`src/hw/mdap_pkg.sv`:
```
package mdap_pkg;
  // ----------------------------------------
  // Register offsets on the link
  // ----------------------------------------
  localparam logic [7:0]  REG_STATUS   = 8'h02;  // Load status
  localparam logic [7:0]  REG_HDR      = 8'h04;  // Download header
  localparam logic [7:0]  REG_PAY      = 8'h05;  // Download payload
  localparam logic [7:0]  REG_SA       = 8'h06;  // Peek/poke select and address
  localparam logic [7:0]  REG_PPD      = 8'h07;  // Peek/poke data
  localparam logic [7:0]  REG_VER      = 8'h08;  // Version word
  // Index of the last byte of each register, first byte is the MSB
  localparam logic [2:0]  LAST_IDX_32  = 3'h3;
  localparam logic [2:0]  LAST_IDX_64  = 3'h7;
  localparam logic [2:0]  CKS_LAST_IDX = 3'h1;
  localparam logic [2:0]  CKS_FIRST_IDX = 3'h2;  // First header byte in the sum
  // ----------------------------------------
  // Download memory selector codes
  // ----------------------------------------
  localparam logic [15:0] MSEL_UPROG   = 16'h0000;
  localparam logic [15:0] MSEL_UXDATA  = 16'h0001;
  localparam logic [15:0] MSEL_DPROG   = 16'h0002;
  localparam logic [15:0] MSEL_DCOEF   = 16'h0003;
  localparam logic [15:0] MSEL_DDATA   = 16'h0004;
  localparam logic [15:0] MSEL_DUDATA  = 16'h0005;
  localparam logic [15:0] MSEL_DUCOEF  = 16'h0006;
  // ----------------------------------------
  // Status low byte fields and codes
  // ----------------------------------------
  localparam int          ST_ERR_UPROG  = 0;
  localparam int          ST_ERR_UXDATA = 1;
  localparam int          ST_ERR_DPROG  = 2;
  localparam int          ST_ERR_DUCOEF = 3;
  localparam int          ST_ERR_DUDATA = 4;
  localparam logic [7:0]  ST_EOL_CODE   = 8'hF0;
  localparam logic [7:0]  ST_DIV_CODE   = 8'hFF;
  localparam int          SAMP_CLK_MHZ  = 33;    // Divided by 2N
  // ----------------------------------------
  // Peek/poke targets, field at bits 23..16
  // ----------------------------------------
  localparam int          PP_SEL_LSB   = 16;
  localparam logic [7:0]  PP_DCOEF     = 8'h01;
  localparam logic [7:0]  PP_DDATA     = 8'h02;
  localparam logic [7:0]  PP_RSVD      = 8'h03;
  localparam logic [7:0]  PP_DUPPER    = 8'h09;
  // ----------------------------------------
  // Word packing and reset values
  // ----------------------------------------
  localparam logic [63:0] W28_MASK     = 64'h0000_0000_0FFF_FFFF;
  localparam logic [63:0] W48_MASK     = 64'h0000_FFFF_FFFF_FFFF;
  localparam logic [63:0] W54_MASK     = 64'h003F_FFFF_FFFF_FFFF;
  localparam logic [63:0] W8_MASK      = 64'h0000_0000_0000_00FF;
  localparam logic [31:0] SA_RST       = 32'h0000_0000;
  localparam logic [63:0] PPD_RST      = 64'h0000_0000_0000_0000;
  localparam int          FIFO_DEPTH   = 16;
  localparam int          FIFO_W       = 9;       // Header tag plus byte
  // ----------------------------------------
  // State encodings
  // ----------------------------------------
  typedef enum logic [1:0] {
    MDAP_IDLE = 2'b00,
    MDAP_LOAD = 2'b01,
    MDAP_CKS  = 2'b10
  } mdap_ld_e;
  typedef enum logic [1:0] {
    MDAP_H_IDLE = 2'b00,
    MDAP_H_SEND = 2'b01,
    MDAP_H_WAIT = 2'b10
  } mdap_hs_e;
endpackage

```
`src/hw/mdap_if.sv`:
```
`timescale 1ns/1ps
// ----------------------------------------
// Byte-wide register link between controller and loader
// ----------------------------------------
interface mdap_if;
  logic       req_valid;  // Controller offers one register byte
  logic       req_ready;  // Loader takes it
  logic       req_write;  // Write when high, read otherwise
  logic [7:0] req_addr;   // Register offset
  logic [2:0] req_idx;    // Byte position, 0 is the MSB
  logic [7:0] req_wbyte;  // Write byte
  logic       rsp_valid;  // Read byte returned
  logic [7:0] rsp_byte;   // Read byte
  modport dev (
    input  req_valid, req_write, req_addr, req_idx, req_wbyte,
    output req_ready, rsp_valid, rsp_byte
  );
  modport host (
    output req_valid, req_write, req_addr, req_idx, req_wbyte,
    input  req_ready, rsp_valid, rsp_byte
  );
endinterface

```
`src/hw/mdap_dev.sv`:
```
`timescale 1ns/1ps
// ----------------------------------------
// Byte FIFO between link and loader
// ----------------------------------------
module mdap_fifo #(
  parameter int W     = 9,
  parameter int DEPTH = 16   // Power of two
) (
  input  wire logic         core_clk,
  input  wire logic         nrst,
  input  wire logic         in_valid,
  output logic              in_ready,
  input  wire logic [W-1:0] in_data,
  output logic              out_valid,
  input  wire logic         out_ready,
  output logic [W-1:0]      out_data
);
  localparam int AW = $clog2(DEPTH);
  typedef struct packed {
    logic [DEPTH-1:0][W-1:0] mem;  // Storage
    logic [AW-1:0]           wp;   // Write pointer
    logic [AW-1:0]           rp;   // Read pointer
    logic [AW:0]             cnt;  // Fill level
    logic                    rdy;  // Registered not-full
  } mdap_fifo_s;
  mdap_fifo_s q_r, q_nxt;
  logic push, pop;

  // Push and pop may both happen in one cycle
  always_comb begin
    q_nxt = q_r;
    push  = in_valid && q_r.rdy;
    pop   = out_ready && (q_r.cnt != '0);
    if (push) begin
      q_nxt.mem[q_r.wp] = in_data;
      q_nxt.wp          = q_r.wp + 1'b1;
    end
    if (pop) begin
      q_nxt.rp = q_r.rp + 1'b1;
    end
    q_nxt.cnt = q_r.cnt + {{AW{1'b0}}, push} - {{AW{1'b0}}, pop};
    q_nxt.rdy = (q_nxt.cnt != DEPTH[AW:0]);  // Full stalls the link
  end

  always_ff @(posedge core_clk or negedge nrst) begin
    if (!nrst) begin
      q_r     <= '0;
      q_r.rdy <= 1'b1;
    end else begin
      q_r <= q_nxt;
    end
  end

  assign in_ready  = q_r.rdy;
  assign out_valid = (q_r.cnt != '0);
  assign out_data  = q_r.mem[q_r.rp];
endmodule

// ----------------------------------------
// Memory download and peek/poke access unit
// ----------------------------------------
module mdap_dev #(
  parameter logic [31:0] VERSION = 32'h0000_0001  // Arbitrary value
) (
  input  wire logic        core_clk,
  input  wire logic        nrst,
  mdap_if.dev              lnk,
  input  wire logic [23:0] fw_status,
  input  wire logic        div_show,
  output logic             mem_wr_valid,
  input  wire logic        mem_wr_ready,
  output logic [15:0]      mem_sel,
  output logic [15:0]      mem_addr,
  output logic [63:0]      mem_data,
  output logic             pp_valid,
  output logic             pp_write,
  output logic [7:0]       pp_sel,
  output logic [15:0]      pp_addr,
  output logic [63:0]      pp_wdata,
  input  wire logic        pp_done,
  input  wire logic [63:0] pp_rdata
);
  import mdap_pkg::*;

  typedef struct packed {
    mdap_ld_e    st;      // Download phase
    logic [2:0]  hcnt;    // Header bytes seen
    logic [63:0] hdr;     // Header shifter
    logic [15:0] sel;     // Memory being loaded
    logic [15:0] waddr;   // Next word address
    logic [15:0] left;    // Payload bytes still due
    logic [15:0] sum;     // Running checksum
    logic [15:0] hcks;    // Checksum from header
    logic [7:0]  crx;     // First trailing checksum byte
    logic        cfirst;  // Waiting for first checksum byte
    logic [63:0] asm;     // Word assembler
    logic [2:0]  acnt;    // Bytes in assembler
    logic [4:0]  err;     // Per-memory load errors
    logic        inval;   // Invalid select seen
    logic        eol;     // End-of-load header error
    logic [31:0] sa;      // Select and address register
    logic [63:0] ppd;     // Peek/poke data register
    logic        rsp_valid;
    logic [7:0]  rsp_byte;
    logic        mwv;
    logic [15:0] msel;
    logic [15:0] maddr;
    logic [63:0] mdata;
    logic        ppv;
    logic        ppw;
    logic [7:0]  pps;
    logic [15:0] ppa;
  } mdap_dev_s;
  mdap_dev_s q_r, q_nxt;

  logic             f_in_valid, f_ready, f_out_valid, f_pop;
  logic [FIFO_W-1:0] f_out;

  // ----------------------------------------
  // Helpers
  // ----------------------------------------
  // Error flag for each selector; two selectors have none
  function automatic logic [4:0] err_bit(input logic [15:0] s);
    err_bit = 5'h00;
    case (s)
      MSEL_UPROG:  err_bit[ST_ERR_UPROG]  = 1'b1;
      MSEL_UXDATA: err_bit[ST_ERR_UXDATA] = 1'b1;
      MSEL_DPROG:  err_bit[ST_ERR_DPROG]  = 1'b1;
      MSEL_DUCOEF: err_bit[ST_ERR_DUCOEF] = 1'b1;
      MSEL_DUDATA: err_bit[ST_ERR_DUDATA] = 1'b1;
      default:     err_bit = 5'h00;
    endcase
  endfunction

  // Last byte index of a word and its mask, per memory
  function automatic logic [2:0] w_last(input logic [15:0] s);
    case (s)
      MSEL_UPROG, MSEL_UXDATA: w_last = 3'h0;
      MSEL_DCOEF, MSEL_DUCOEF: w_last = LAST_IDX_32;
      default:                 w_last = LAST_IDX_64;
    endcase
  endfunction

  function automatic logic [63:0] w_mask(input logic [15:0] s);
    case (s)
      MSEL_UPROG, MSEL_UXDATA: w_mask = W8_MASK;
      MSEL_DCOEF, MSEL_DUCOEF: w_mask = W28_MASK;
      MSEL_DPROG:              w_mask = W54_MASK;
      default:                 w_mask = W48_MASK;
    endcase
  endfunction

  // Byte idx of a register, MSB first; past the end reads zero
  function automatic logic [7:0] pick(input logic [63:0] v, input logic [2:0] last,
                                     input logic [2:0] idx);
    logic [63:0] s;
    s    = v >> {3'(last - idx), 3'b000};
    pick = (idx > last) ? 8'h00 : s[7:0];
  endfunction

  // Address field is stored with its bits reversed
  function automatic logic [15:0] rev16(input logic [15:0] a);
    for (int i = 0; i < 16; i++) begin
      rev16[i] = a[15-i];
    end
  endfunction

  function automatic logic pp_ok(input logic [7:0] t);
    pp_ok = (t >= PP_DCOEF) && (t <= PP_DUPPER) && (t != PP_RSVD);
  endfunction

  // ----------------------------------------
  // Next state
  // ----------------------------------------
  always_comb begin
    logic [63:0] hn;
    logic [63:0] an;
    logic [7:0]  b;
    logic [7:0]  low;
    logic [15:0] hs;
    logic [31:0] san;
    hn  = '0;
    an  = '0;
    b   = f_out[7:0];
    low = 8'h00;
    hs  = 16'h0000;
    san = '0;
    q_nxt = q_r;
    q_nxt.rsp_valid = 1'b0;
    // Retire handshakes before new work may start
    if (q_r.mwv && mem_wr_ready) begin
      q_nxt.mwv = 1'b0;
    end
    if (q_r.ppv && pp_done) begin
      q_nxt.ppv = 1'b0;
      if (!q_r.ppw) begin
        q_nxt.ppd = pp_rdata;
      end
    end
    // Link access; header and payload bytes go through the FIFO
    if (lnk.req_valid && f_ready) begin
      if (!lnk.req_write) begin
        q_nxt.rsp_valid = 1'b1;
        if (div_show) begin
          low = ST_DIV_CODE;
        end else if (q_r.eol) begin
          low = ST_EOL_CODE;
        end else begin
          low = {2'b00, q_r.inval, q_r.err};
        end
        case (lnk.req_addr)
          REG_STATUS: q_nxt.rsp_byte = pick({32'h0, fw_status, low}, LAST_IDX_32, lnk.req_idx);
          REG_SA:     q_nxt.rsp_byte = pick({32'h0, q_r.sa}, LAST_IDX_32, lnk.req_idx);
          REG_PPD:    q_nxt.rsp_byte = pick(q_r.ppd, LAST_IDX_64, lnk.req_idx);
          REG_VER:    q_nxt.rsp_byte = pick({32'h0, VERSION}, LAST_IDX_32, lnk.req_idx);
          default:    q_nxt.rsp_byte = 8'h00;
        endcase
      end else if (lnk.req_addr == REG_SA) begin
        san      = {q_r.sa[23:0], lnk.req_wbyte};
        q_nxt.sa = san;
        // Completing the address starts a peek
        if (lnk.req_idx == LAST_IDX_32 && !q_r.ppv && pp_ok(san[23:16])) begin
          q_nxt.ppv = 1'b1;
          q_nxt.ppw = 1'b0;
          q_nxt.pps = san[23:16];
          q_nxt.ppa = rev16(san[15:0]);
        end
      end else if (lnk.req_addr == REG_PPD) begin
        q_nxt.ppd = {q_r.ppd[55:0], lnk.req_wbyte};
        // Completing the data word starts a poke
        if (lnk.req_idx == LAST_IDX_64 && !q_r.ppv && pp_ok(q_r.sa[23:16])) begin
          q_nxt.ppv = 1'b1;
          q_nxt.ppw = 1'b1;
          q_nxt.pps = q_r.sa[23:16];
          q_nxt.ppa = rev16(q_r.sa[15:0]);
        end
      end
    end
    // Loader drains the FIFO, stalled by a pending memory write
    if (f_pop) begin
      if (f_out[8]) begin
        hn         = {q_r.hdr[55:0], b};
        q_nxt.hdr  = hn;
        q_nxt.hcnt = q_r.hcnt + 3'h1;
        if (q_r.hcnt == LAST_IDX_64) begin
          hs = 16'(hn[47:40]) + 16'(hn[39:32]) + 16'(hn[31:24])
             + 16'(hn[23:16]) + 16'(hn[15:8]) + 16'(hn[7:0]);
          if (hn[63:48] == 16'h0 && hn[31:0] == 32'h0) begin
            q_nxt.eol = (q_r.st != MDAP_IDLE);
            q_nxt.st  = MDAP_IDLE;
          end else if (hn[47:32] > MSEL_DUCOEF) begin
            q_nxt.inval = 1'b1;
            q_nxt.eol   = 1'b0;
            q_nxt.st    = MDAP_IDLE;
          end else begin
            q_nxt.inval  = 1'b0;
            q_nxt.eol    = 1'b0;
            q_nxt.err    = q_r.err | err_bit(hn[47:32]);
            q_nxt.sel    = hn[47:32];
            q_nxt.hcks   = hn[63:48];
            q_nxt.waddr  = hn[31:16];
            q_nxt.left   = hn[15:0];
            q_nxt.sum    = hs;
            q_nxt.acnt   = 3'h0;
            q_nxt.cfirst = 1'b1;
            q_nxt.st     = (hn[15:0] == 16'h0) ? MDAP_CKS : MDAP_LOAD;
          end
        end
      end else begin
        case (q_r.st)
          MDAP_LOAD: begin
            an         = {q_r.asm[55:0], b};
            q_nxt.asm  = an;
            q_nxt.sum  = q_r.sum + 16'(b);
            q_nxt.left = q_r.left - 16'h1;
            if (q_r.acnt == w_last(q_r.sel)) begin
              q_nxt.mwv   = 1'b1;
              q_nxt.msel  = q_r.sel;
              q_nxt.maddr = q_r.waddr;
              q_nxt.mdata = an & w_mask(q_r.sel);
              q_nxt.waddr = q_r.waddr + 16'h1;
              q_nxt.acnt  = 3'h0;
            end else begin
              q_nxt.acnt  = q_r.acnt + 3'h1;
            end
            if (q_r.left == 16'h1) begin
              q_nxt.st = MDAP_CKS;
            end
          end
          MDAP_CKS: begin
            if (q_r.cfirst) begin
              q_nxt.crx    = b;
              q_nxt.cfirst = 1'b0;
            end else begin
              // A mismatch keeps the flag set
              if ({q_r.crx, b} == q_r.sum && q_r.hcks == q_r.sum) begin
                q_nxt.err = q_r.err & ~err_bit(q_r.sel);
              end
              q_nxt.st = MDAP_IDLE;
            end
          end
          default: ;  // Stray payload outside a load is dropped
        endcase
      end
    end
  end

  // ----------------------------------------
  // State register
  // ----------------------------------------
  always_ff @(posedge core_clk or negedge nrst) begin
    if (!nrst) begin
      q_r     <= '0;
      q_r.st  <= MDAP_IDLE;
      q_r.sa  <= SA_RST;
      q_r.ppd <= PPD_RST;
    end else begin
      q_r <= q_nxt;
    end
  end

  // ----------------------------------------
  // Header and payload buffer
  // ----------------------------------------
  assign f_in_valid = lnk.req_valid && lnk.req_write
                   && (lnk.req_addr == REG_HDR || lnk.req_addr == REG_PAY);
  assign f_pop      = f_out_valid && (!q_r.mwv || mem_wr_ready);

  mdap_fifo #(.W(FIFO_W), .DEPTH(FIFO_DEPTH)) mdap_fifo_i (
    .core_clk  (core_clk),
    .nrst      (nrst),
    .in_valid  (f_in_valid),
    .in_ready  (f_ready),
    .in_data   ({lnk.req_addr == REG_HDR, lnk.req_wbyte}),
    .out_valid (f_out_valid),
    .out_ready (f_pop),
    .out_data  (f_out)
  );

  assign lnk.req_ready = f_ready;
  assign lnk.rsp_valid = q_r.rsp_valid;
  assign lnk.rsp_byte  = q_r.rsp_byte;
  assign mem_wr_valid  = q_r.mwv;
  assign mem_sel       = q_r.msel;
  assign mem_addr      = q_r.maddr;
  assign mem_data      = q_r.mdata;
  assign pp_valid      = q_r.ppv;
  assign pp_write      = q_r.ppw;
  assign pp_sel        = q_r.pps;
  assign pp_addr       = q_r.ppa;
  assign pp_wdata      = q_r.ppd;
endmodule

```
`src/flat_wrapper.sv`:
```
// flat-port wrapper written by rule: the top's interface ports become plain ports
module mdap_dev_flat import mdap_pkg::*;
#(
  parameter logic [31:0] VERSION = 32'h0000_0001                    
)
  (core_clk, nrst, fw_status, div_show, mem_wr_valid, mem_wr_ready, mem_sel, mem_addr, mem_data, pp_valid, pp_write, pp_sel, pp_addr, pp_wdata, pp_done, pp_rdata, lnk_req_valid, lnk_req_write, lnk_req_addr, lnk_req_idx, lnk_req_wbyte, lnk_req_ready, lnk_rsp_valid, lnk_rsp_byte);
  mdap_if lnk_i ();
  input  wire logic core_clk;
  input  wire logic nrst;
  input  wire logic [23:0] fw_status;
  input  wire logic div_show;
  output logic mem_wr_valid;
  input  wire logic mem_wr_ready;
  output logic [15:0] mem_sel;
  output logic [15:0] mem_addr;
  output logic [63:0] mem_data;
  output logic pp_valid;
  output logic pp_write;
  output logic [7:0] pp_sel;
  output logic [15:0] pp_addr;
  output logic [63:0] pp_wdata;
  input  wire logic pp_done;
  input  wire logic [63:0] pp_rdata;
  input wire logic [$bits(lnk_i.req_valid)-1:0] lnk_req_valid;
  input wire logic [$bits(lnk_i.req_write)-1:0] lnk_req_write;
  input wire logic [$bits(lnk_i.req_addr)-1:0] lnk_req_addr;
  input wire logic [$bits(lnk_i.req_idx)-1:0] lnk_req_idx;
  input wire logic [$bits(lnk_i.req_wbyte)-1:0] lnk_req_wbyte;
  output wire logic [$bits(lnk_i.req_ready)-1:0] lnk_req_ready;
  output wire logic [$bits(lnk_i.rsp_valid)-1:0] lnk_rsp_valid;
  output wire logic [$bits(lnk_i.rsp_byte)-1:0] lnk_rsp_byte;
  assign lnk_i.req_valid = lnk_req_valid;
  assign lnk_i.req_write = lnk_req_write;
  assign lnk_i.req_addr = lnk_req_addr;
  assign lnk_i.req_idx = lnk_req_idx;
  assign lnk_i.req_wbyte = lnk_req_wbyte;
  assign lnk_req_ready = lnk_i.req_ready;
  assign lnk_rsp_valid = lnk_i.rsp_valid;
  assign lnk_rsp_byte = lnk_i.rsp_byte;
  mdap_dev #(.VERSION(VERSION)) u_core (.core_clk(core_clk), .nrst(nrst), .lnk(lnk_i), .fw_status(fw_status), .div_show(div_show), .mem_wr_valid(mem_wr_valid), .mem_wr_ready(mem_wr_ready), .mem_sel(mem_sel), .mem_addr(mem_addr), .mem_data(mem_data), .pp_valid(pp_valid), .pp_write(pp_write), .pp_sel(pp_sel), .pp_addr(pp_addr), .pp_wdata(pp_wdata), .pp_done(pp_done), .pp_rdata(pp_rdata));
endmodule
```
`config.mk`:
```
export PLATFORM = sky130hd
export DESIGN_NAME = mdap_dev_flat
export DESIGN_NICKNAME = d
export VERILOG_FILES = /design/src/hw/mdap_pkg.sv /design/src/hw/mdap_if.sv /design/src/hw/mdap_dev.sv /design/src/flat_wrapper.sv
export SDC_FILE = /design/constraint.sdc
export NUM_CORES = 1
export LEC_CHECK = 0
export ABC_AREA = 1
export BUFFER_PORTS_ARGS = -buffer_cell sky130_fd_sc_hd__buf_2
export CAP_MARGIN = 20
export CORE_MARGIN = 4
export CORE_UTILIZATION = 45
export CTS_CLUSTER_DIAMETER = 120
export DETAILED_ROUTE_END_ITERATION = 8
export RECOVER_POWER = 25
export SLEW_MARGIN = 15
export SYNTH_ARGS = -nofsm -noshare
export SYNTH_HDL_FRONTEND = slang
export SYNTH_SLANG_ARGS = --single-unit
```
`constraint.sdc`:
```
create_clock -name core_clk -period 13.45 [get_ports core_clk]
set_clock_uncertainty 0.2 [all_clocks]
set_input_delay 2.0175 -clock core_clk [delete_from_list [all_inputs] [get_ports core_clk]]
set_output_delay 2.0175 -clock core_clk [all_outputs]
set_load 0.1 [all_outputs]
```
==> qor.yml, run 1 <==
status: "finished, violations left"
violations: "max-capacitance violations, max-slew violations"
period_needed_ps: 7640
hold_path.class: "register to register"
maxSlewViolCount: 127
root_buffer: "clkbuf_16"
cellPowerDensity_nw_per_um2: 240
final_hold_viol_count: 0
cap_violations: 2
die-height_um: 272
period_share: 0.568
die_area_um2: 74100
rsz0062_at_grt: "false"
viasPerCell: 5.09
pre_cts_ws_ps: 7200
cp_max_fo: 115
grt_pass1_wl_um: 137000
tightest_slew_ps: 6440
syn_to_final_growth_pct: 9.91
antenna_found_initial: 10
path_class: "input port to asynchronous set/reset pin"
core_um2: 68900
synthArstFlopShare: 1.00
syn_area_um2: 31400
drive_gt1_frac: 0.148
setup_viol: 0
vdd.ir_drop.worst_uv: 284
path_clk_slew_ps: 60
drt_iter0_markers: 2089
critical-path-max-stage-delay_ps: 4410
fin_util: 0.501
cp_slowest_cell: "clkbuf_1"
max_freq_ghz: 0.131
gp_congestion: 0.867
yosysUniqueCellTypes: 58
io_pins: 311
crit_family: "buffers and inverters"
yosysSeqAreaShare: 0.464
worstPathCellList: "clkbuf_1"
clockBufferDepth: 3
grt_pass1_vias: 23600
power.leakage_uw: 0.0175
wirelength_um: 86500
port_buffers: 300
ys_ff_latch: 582
maxSlewHeadroom: -3.29
postCtsHoldBufs: 0
yosys_warnings: 0
clock-sinks: 582
r2r_setup_slack_ps: 7780
cts_tree: "done"
grt_start_max_net_pins: 134
vias: 24700
cp_data_required_time_ps: 12370
ys.flop_type: "dfrtp_1"
fin_nets: 4050
wl_per_cell_um: 17.8
arrival_ps: 6570
cp-start-kind: "input port"
final_antenna_net_count: 0
dpl.hpwl_um: 59800
start_util: 0.456
syn_area_per_cell_um2: 8.20
die_width_um: 272
overflow: 0
setup_ws_ps: 5810
hold-worst-slack_ps: 266
cp-end-kind: "asynchronous set/reset pin"
cts_made_buffers: 67
std_cell_rows: 96
ctsResizeCount: 0
syn_inst: 3832
synth_edf_count: 0
dr.pass1.iters: 5
clk-insertion-delay-late_ps: 610
track_usage: 0.232
post_cts_buffers: 0
htreeDepth: 3
drcViolationCount: 0
setup_tns_ps: 0
crit_buf_inv: 1
## cell families after synthesis
family	after synthesis	share of synthesized area
and+or+nand+nor	1329	0.177
buffers and inverters	953	0.141
AOI/OAI and AO/OA	708	0.121
DFF	582	0.464
muxes	136	0.0472
adders and majority gates	73	0.0355
xor gates and xnor gates	50	0.0139
other	1	0.000119
## stage by stage
stage	instance area (um^2)	cells	power, uW
finish	34500	4852	8300
global route	34500	4852	9040
CTS	34500	4841	8360
detailed placement	32100	4720	6370
global placement	32100	4718	6340
floorplan	31500	3841	5370
## worst min-delay path: stages (launching register included)
cell and delay [ps]:
dfrtp_1 340, nand2_1 50, inv_1 40
## where the power goes
part / internal (uW) / switching [uW] / total (uW)
clock network: 1210 / 755 / 1960
logic: 1310 / 2820 / 4130
registers: 2000 / 202 / 2200
total: 4510 / 3780 / 8300
## layer usage
metal | vias to the layer above | global-route usage | part of all wire
li1 | 12200 | - | -
met1 | 11800 | 0.326 | 0.46
met2 | 636 | 0.370 | 0.46
met3 | 143 | 0.0387 | 0.054
met4 | 4 | 0.0705 | 0.028
met5 | - | 0 | 0.00030
## synth_stat cells (8+ instances only)
library cell | number | area share
a21oi_1 | 213 | 0.034
buf_1 | 10 | 0.0012
buf_2 | 56 | 0.0089
buf_4 | 196 | 0.047
buf_6 | 8 | 0.0029
clkbuf_1 | 109 | 0.013
dfrtp_1 | 581 | 0.46
fa_1 | 27 | 0.017
ha_1 | 46 | 0.018
inv_1 | 562 | 0.067
inv_2 | 8 | 0.00096
mux2_2 | 98 | 0.035
mux2i_1 | 38 | 0.012
nand2_1 | 771 | 0.092
nand3_1 | 196 | 0.031
nand4_1 | 52 | 0.010
nor2_1 | 226 | 0.027
nor2_2 | 17 | 0.0034
nor3_1 | 34 | 0.0054
nor4_1 | 10 | 0.0020
o211ai_1 | 22 | 0.0053
o21ai_0 | 389 | 0.062
o21ai_1 | 17 | 0.0027
o221ai_1 | 21 | 0.0059
or2_2 | 9 | 0.0018
xnor2_1 | 19 | 0.0053
xor2_1 | 31 | 0.0086
## path summary, 6_finish.rpt
check                                                            from                                endpoint  depth (start not counted)
worst max-delay path                                             nrst             u_core.q_r[212]$_DFFE_PN0P_                          1
worst min-delay path                      u_core.q_r[379]$_DFFE_PN0P_             u_core.q_r[379]$_DFFE_PN0P_                          2
worst max register to register  u_core.mdap_fifo_i.q_r[6]$_DFFE_PN0P_             u_core.q_r[334]$_DFFE_PN0P_                         25
worst min register to register            u_core.q_r[379]$_DFFE_PN0P_             u_core.q_r[379]$_DFFE_PN0P_                          2
max in group core_clk           u_core.mdap_fifo_i.q_r[6]$_DFFE_PN0P_             u_core.q_r[334]$_DFFE_PN0P_                         25
min in group asynchronous                                        nrst  u_core.mdap_fifo_i.q_r[61]$_DFFE_PN0P_                          1
## flip-flops by register name (all words and copies together), names as in the netlist
name,count
u_core.pp_write,1
u_core.lnk.rsp_byte,8
u_core.lnk.rsp_valid,1
u_core.pp_sel,8
u_core.mem_sel,16
u_core.mem_data,54
u_core.mem_wr_valid,1
u_core.pp_addr,16
u_core.mdap_fifo_i.q_r,157
u_core.q_r,238
u_core.pp_valid,1
u_core.pp_wdata,64
u_core.mem_addr,16
u_core.mdap_fifo_i.in_ready,1
## cells in the final DEF (no fill, tap or decap), types with 10 or more instances in the layout
cell / n
a21oi_1: 213
buf_2: 284
buf_4: 28
clkbuf_1: 24
clkbuf_16: 71
clkbuf_8: 19
clkinv_2: 12
conb_1: 10
dfrtp_1: 580
fa_1: 27
ha_1: 46
inv_1: 562
mux2_2: 98
mux2i_1: 38
nand2_1: 767
nand3_1: 196
nand4_1: 52
nor2_1: 226
nor2_2: 16
nor3_1: 33
nor4_1: 10
o211ai_1: 22
o21ai_0: 389
o21ai_1: 17
o221ai_1: 21
xnor2_1: 19
xor2_1: 31
## final cells by class
| cell class | count | area, um^2 |
|---|---|---|
| Tap cell | 931 | 1160 |
| Inverter | 574 | 2150 |
| Clock buffer | 97 | 2060 |
| Sequential cell | 582 | 14600 |
| Multi-Input combinational cell | 2306 | 12500 |
| Antenna cell | 6 | 15.0 |
| Timing Repair Buffer | 332 | 1760 |
| Clock inverter | 24 | 340 |
| Fill cell | 6766 | 34400 |
Note: power is estimated with default switching activity, not from simulation.
==> run 2, diff against run 1 <==
Settings changed: ABC_AREA 1 to 0, PLACE_DENSITY set to 0.66.
Clock period 13.45 ns to 6.2 ns, I/O delays scaled along.
==> qor.yml, run 2 <==
status: "finished, violations left"  # unchanged
violations: "max-capacitance violations, max-slew violations"  # unchanged
die_width_um: 266  # was 272 um
viasPerCell: 5.68  # was 5.09
r2r_start: "u_core.mdap_fifo_i.q_r[8]$_DFFE_PN0P_"  # was u_core.mdap_fifo_i.q_r[6]$_DFFE_PN0P_
die-height_um: 266  # was 272 um
layout_commonest_cell: "dfrtp_1"  # was nand2_1
syn_area_um2: 29900  # was 31400 um^2
syn_area_per_cell_um2: 10.6  # was 8.20 um^2
hold-worst-slack_ps: 271  # was 266 ps
std_cell_rows: 94  # was 96
use_met2: 0.359  # was 0.370
fin_util: 0.501  # about the same
detailed_place.area_um2: 30700  # was 32100 um^2
cts_made_buffers: 61  # was 67
gp_congestion: 0.972  # was 0.867
core_um2: 65700  # was 68900 um^2
period_needed_ps: 5380
cp_data_required_time_ps: 6480  # was 12370 ps
yosysSeqAreaShare: 0.487  # was 0.464
power.leakage_uw: 0.0171  # was 0.0175 uW
regMostFlops: "u_core.q_r"  # unchanged
post_cts_buffers: 0  # unchanged
postCtsHoldBufs: 0  # unchanged
clk-insertion-delay-late_ps: 640  # was 610 ps
hold_path.class: "register to register"  # unchanged
cap_violations: 2  # unchanged
cp_max_fo: 26  # was 115
synthArstFlopShare: 1.00  # unchanged
rsz0062_at_grt: "false"  # unchanged
antenna_found_initial: 6  # was 10
die_area_um2: 70600  # was 74100 um^2
hp-start: "u_core.mem_sel[12]$_DFFE_PN0P_"  # was u_core.q_r[379]$_DFFE_PN0P_
total_power_uw: 9960  # was 8300 uW
tightest_slew_ps: 2780  # was 6440 ps
max_freq_ghz: 0.186
synth_common_cells: "581 x dfrtp_1, 548 x nand2_1, 199 x buf_4"  # was 771 x nand2_1, 581 x dfrtp_1, 562 x inv_1
cp-end-kind: "register"  # was asynchronous set/reset pin
cellPowerDensity_nw_per_um2: 303  # was 240 nW/um^2
dr.pass1.iters: 5  # unchanged
overflow: 0  # unchanged
r2r_setup_slack_ps: 820  # was 7780 ps
wl_per_cell_um: 21.5  # was 17.8 um
synth_top_area_share: 0.486  # was 0.463
ctsResizeCount: 0  # unchanged
crit_buf_inv: 5  # was 1
synthTopCellsByArea: "dfrtp_1 49%, mux2_2 7.2%, nand2_1 6.9%"  # was dfrtp_1 46%, nand2_1 9.2%, inv_1 6.7%
busiest_layer: "met2"  # unchanged
final_antenna_net_count: 0  # unchanged
syn_to_final_growth_pct: 10.1  # was 9.91%
critical-path-max-stage-delay_ps: 750  # was 4410 ps
vias: 21600  # was 24.7k
setup_viol: 0  # unchanged
start_util: 0.455  # was 0.456
grt_pass1_wl_um: 127000  # was 137000 um
crit_family: "compound AO/OA/AOI/OAI gates"  # was buffers and inverters
arrival_ps: 5660  # was 6570 ps
final_hold_viol_count: 0  # unchanged
path_class: "register to register"  # was input port to asynchronous set/reset pin
final_area_um2: 32900  # was 34500 um^2
cp-start-kind: "register"  # was input port
met1_usage: 0.315  # was 0.326
io_pins: 311  # unchanged
port_buffers: 300  # unchanged
drt_iter0_markers: 1945  # was 2089
grt_pass1_vias: 21600  # was 23.6k
cts_tree: "done"  # unchanged
dpl.hpwl_um: 58100  # was 59800 um
ys.flop_type: "dfrtp_1"  # unchanged
yosys_warnings: 0  # unchanged
yosysUniqueCellTypes: 84  # was 58
grtUsageMet3: 0.0419  # was 0.0387
maxSlewHeadroom: -0.852  # was -3.29
cp_slowest_cell: "dfrtp_1"  # was clkbuf_1
worstPathCellList: "buf_4, mux4_2, a22o_1, nor2_1, buf_4, inv_1, fa_1, inv_1, fa_1, inv_1, ha_1, a211oi_1, nor2_1, o41ai_1, o21ai_0, a2bb2oi_1, o22ai_1"  # was clkbuf_1
syn_inst: 2831  # was 3832
rr_worst_depth: 17  # was 25
clockBufferDepth: 3  # unchanged
track_usage: 0.227  # was 0.232
ys_ff_latch: 582  # unchanged
clock-sinks: 582  # unchanged
wirelength_um: 82000  # was 86500 um
largest_reg_flops: 238  # unchanged
holdPathEnd: "u_core.mem_sel[12]$_DFFE_PN0P_"  # was u_core.q_r[379]$_DFFE_PN0P_
synth_edf_count: 0  # unchanged
worst_path_most_repeated_cell: "inv_1"
root_buffer: "clkbuf_16"  # unchanged
whs_path_depth: 2  # unchanged
fin_nets: 3073  # was 4050
htreeDepth: 2  # was 3
final_cell_mix: "581 x dfrtp_1, 548 x nand2_1, 299 x buf_2"  # was 767 x nand2_1, 580 x dfrtp_1, 562 x inv_1
yosys.area.top_type: "dfrtp_1"  # unchanged
setup_tns_ps: 0  # unchanged
drcViolationCount: 0  # unchanged
vdd.ir_drop.worst_uv: 278  # was 284 uV
period_share: 0.868
grt_start_max_net_pins: 150  # was 134
path_clk_slew_ps: 60  # about the same
maxSlewViolCount: 254  # was 127
reg2reg_to: "u_core.q_r[337]$_DFFE_PN0P_"  # was u_core.q_r[334]$_DFFE_PN0P_
drive_gt1_frac: 0.241  # was 0.148
synth.most_common_cell: "dfrtp_1"  # was nand2_1
-- run 2: final cells by class --
class                   instances  area, um^2
inverters                      96         360
multi-input cells            1813       12900
clock inverters                25         397
flip-flops and latches        582       14600
diodes                          6        15.0
repair buffers                332        1770
fillers                      5818       32800
clock buffers                  88        1810
well taps                     864        1080
-- run 2: cells by family after synthesis --
logic type      Yosys count  synth area share
fa+ha+maj                73            0.0373
buf+inv                 445            0.0834
other cells               1          0.000125
simple gates            900             0.131
mux                     337             0.152
xor+xnor                 39            0.0114
compound gates          454            0.0975
flops                   582             0.487
-- run 2: how the worst max path moves through the flow --
stage	from	cells past startpoint	end	slack (ps)
2_1_floorplan	u_core.mdap_fifo_i.q_r[7]$_DFFE_PN0P_	17	u_core.q_r[336]$_DFFE_PN0P_	1370
3_3_place_gp	u_core.mdap_fifo_i.q_r[8]$_DFFE_PN0P_	17	u_core.q_r[337]$_DFFE_PN0P_	1020
3_5_place_dp	u_core.mdap_fifo_i.q_r[8]$_DFFE_PN0P_	17	u_core.q_r[337]$_DFFE_PN0P_	860
4_1_cts	u_core.mdap_fifo_i.q_r[8]$_DFFE_PN0P_	17	u_core.q_r[337]$_DFFE_PN0P_	830
5_1_grt	u_core.mdap_fifo_i.q_r[8]$_DFFE_PN0P_	17	u_core.q_r[337]$_DFFE_PN0P_	480
6_report	u_core.mdap_fifo_i.q_r[8]$_DFFE_PN0P_	17	u_core.q_r[337]$_DFFE_PN0P_	820
-- run 2: stage by stage --
stage	instances	setup slack, ps
finish	3806	821
global placement	3686	1020
detailed placement	3687	865
floorplan	2840	1370
global route	3806	483
CTS	3800	833
-- run 2: worst min-delay path, cell delays in order (launching register included) --
cell	delay (ps)
dfrtp_1	340
nand2_1	50
nand2_1	50
-- run 2: report_power, final --
group	switching, uW	total [uW]	internal [uW]
Combinational	1290	1800	509
Sequential	227	4200	3970
Clock	1560	3960	2400
Total	3080	9960	6880
-- run 2: metal layers --
layer	up-vias	part of all wire
met3	198	0.064
met2	771	0.47
met1	10900	0.42
met4	0	0.041
met5	-	0
li1	9743	-
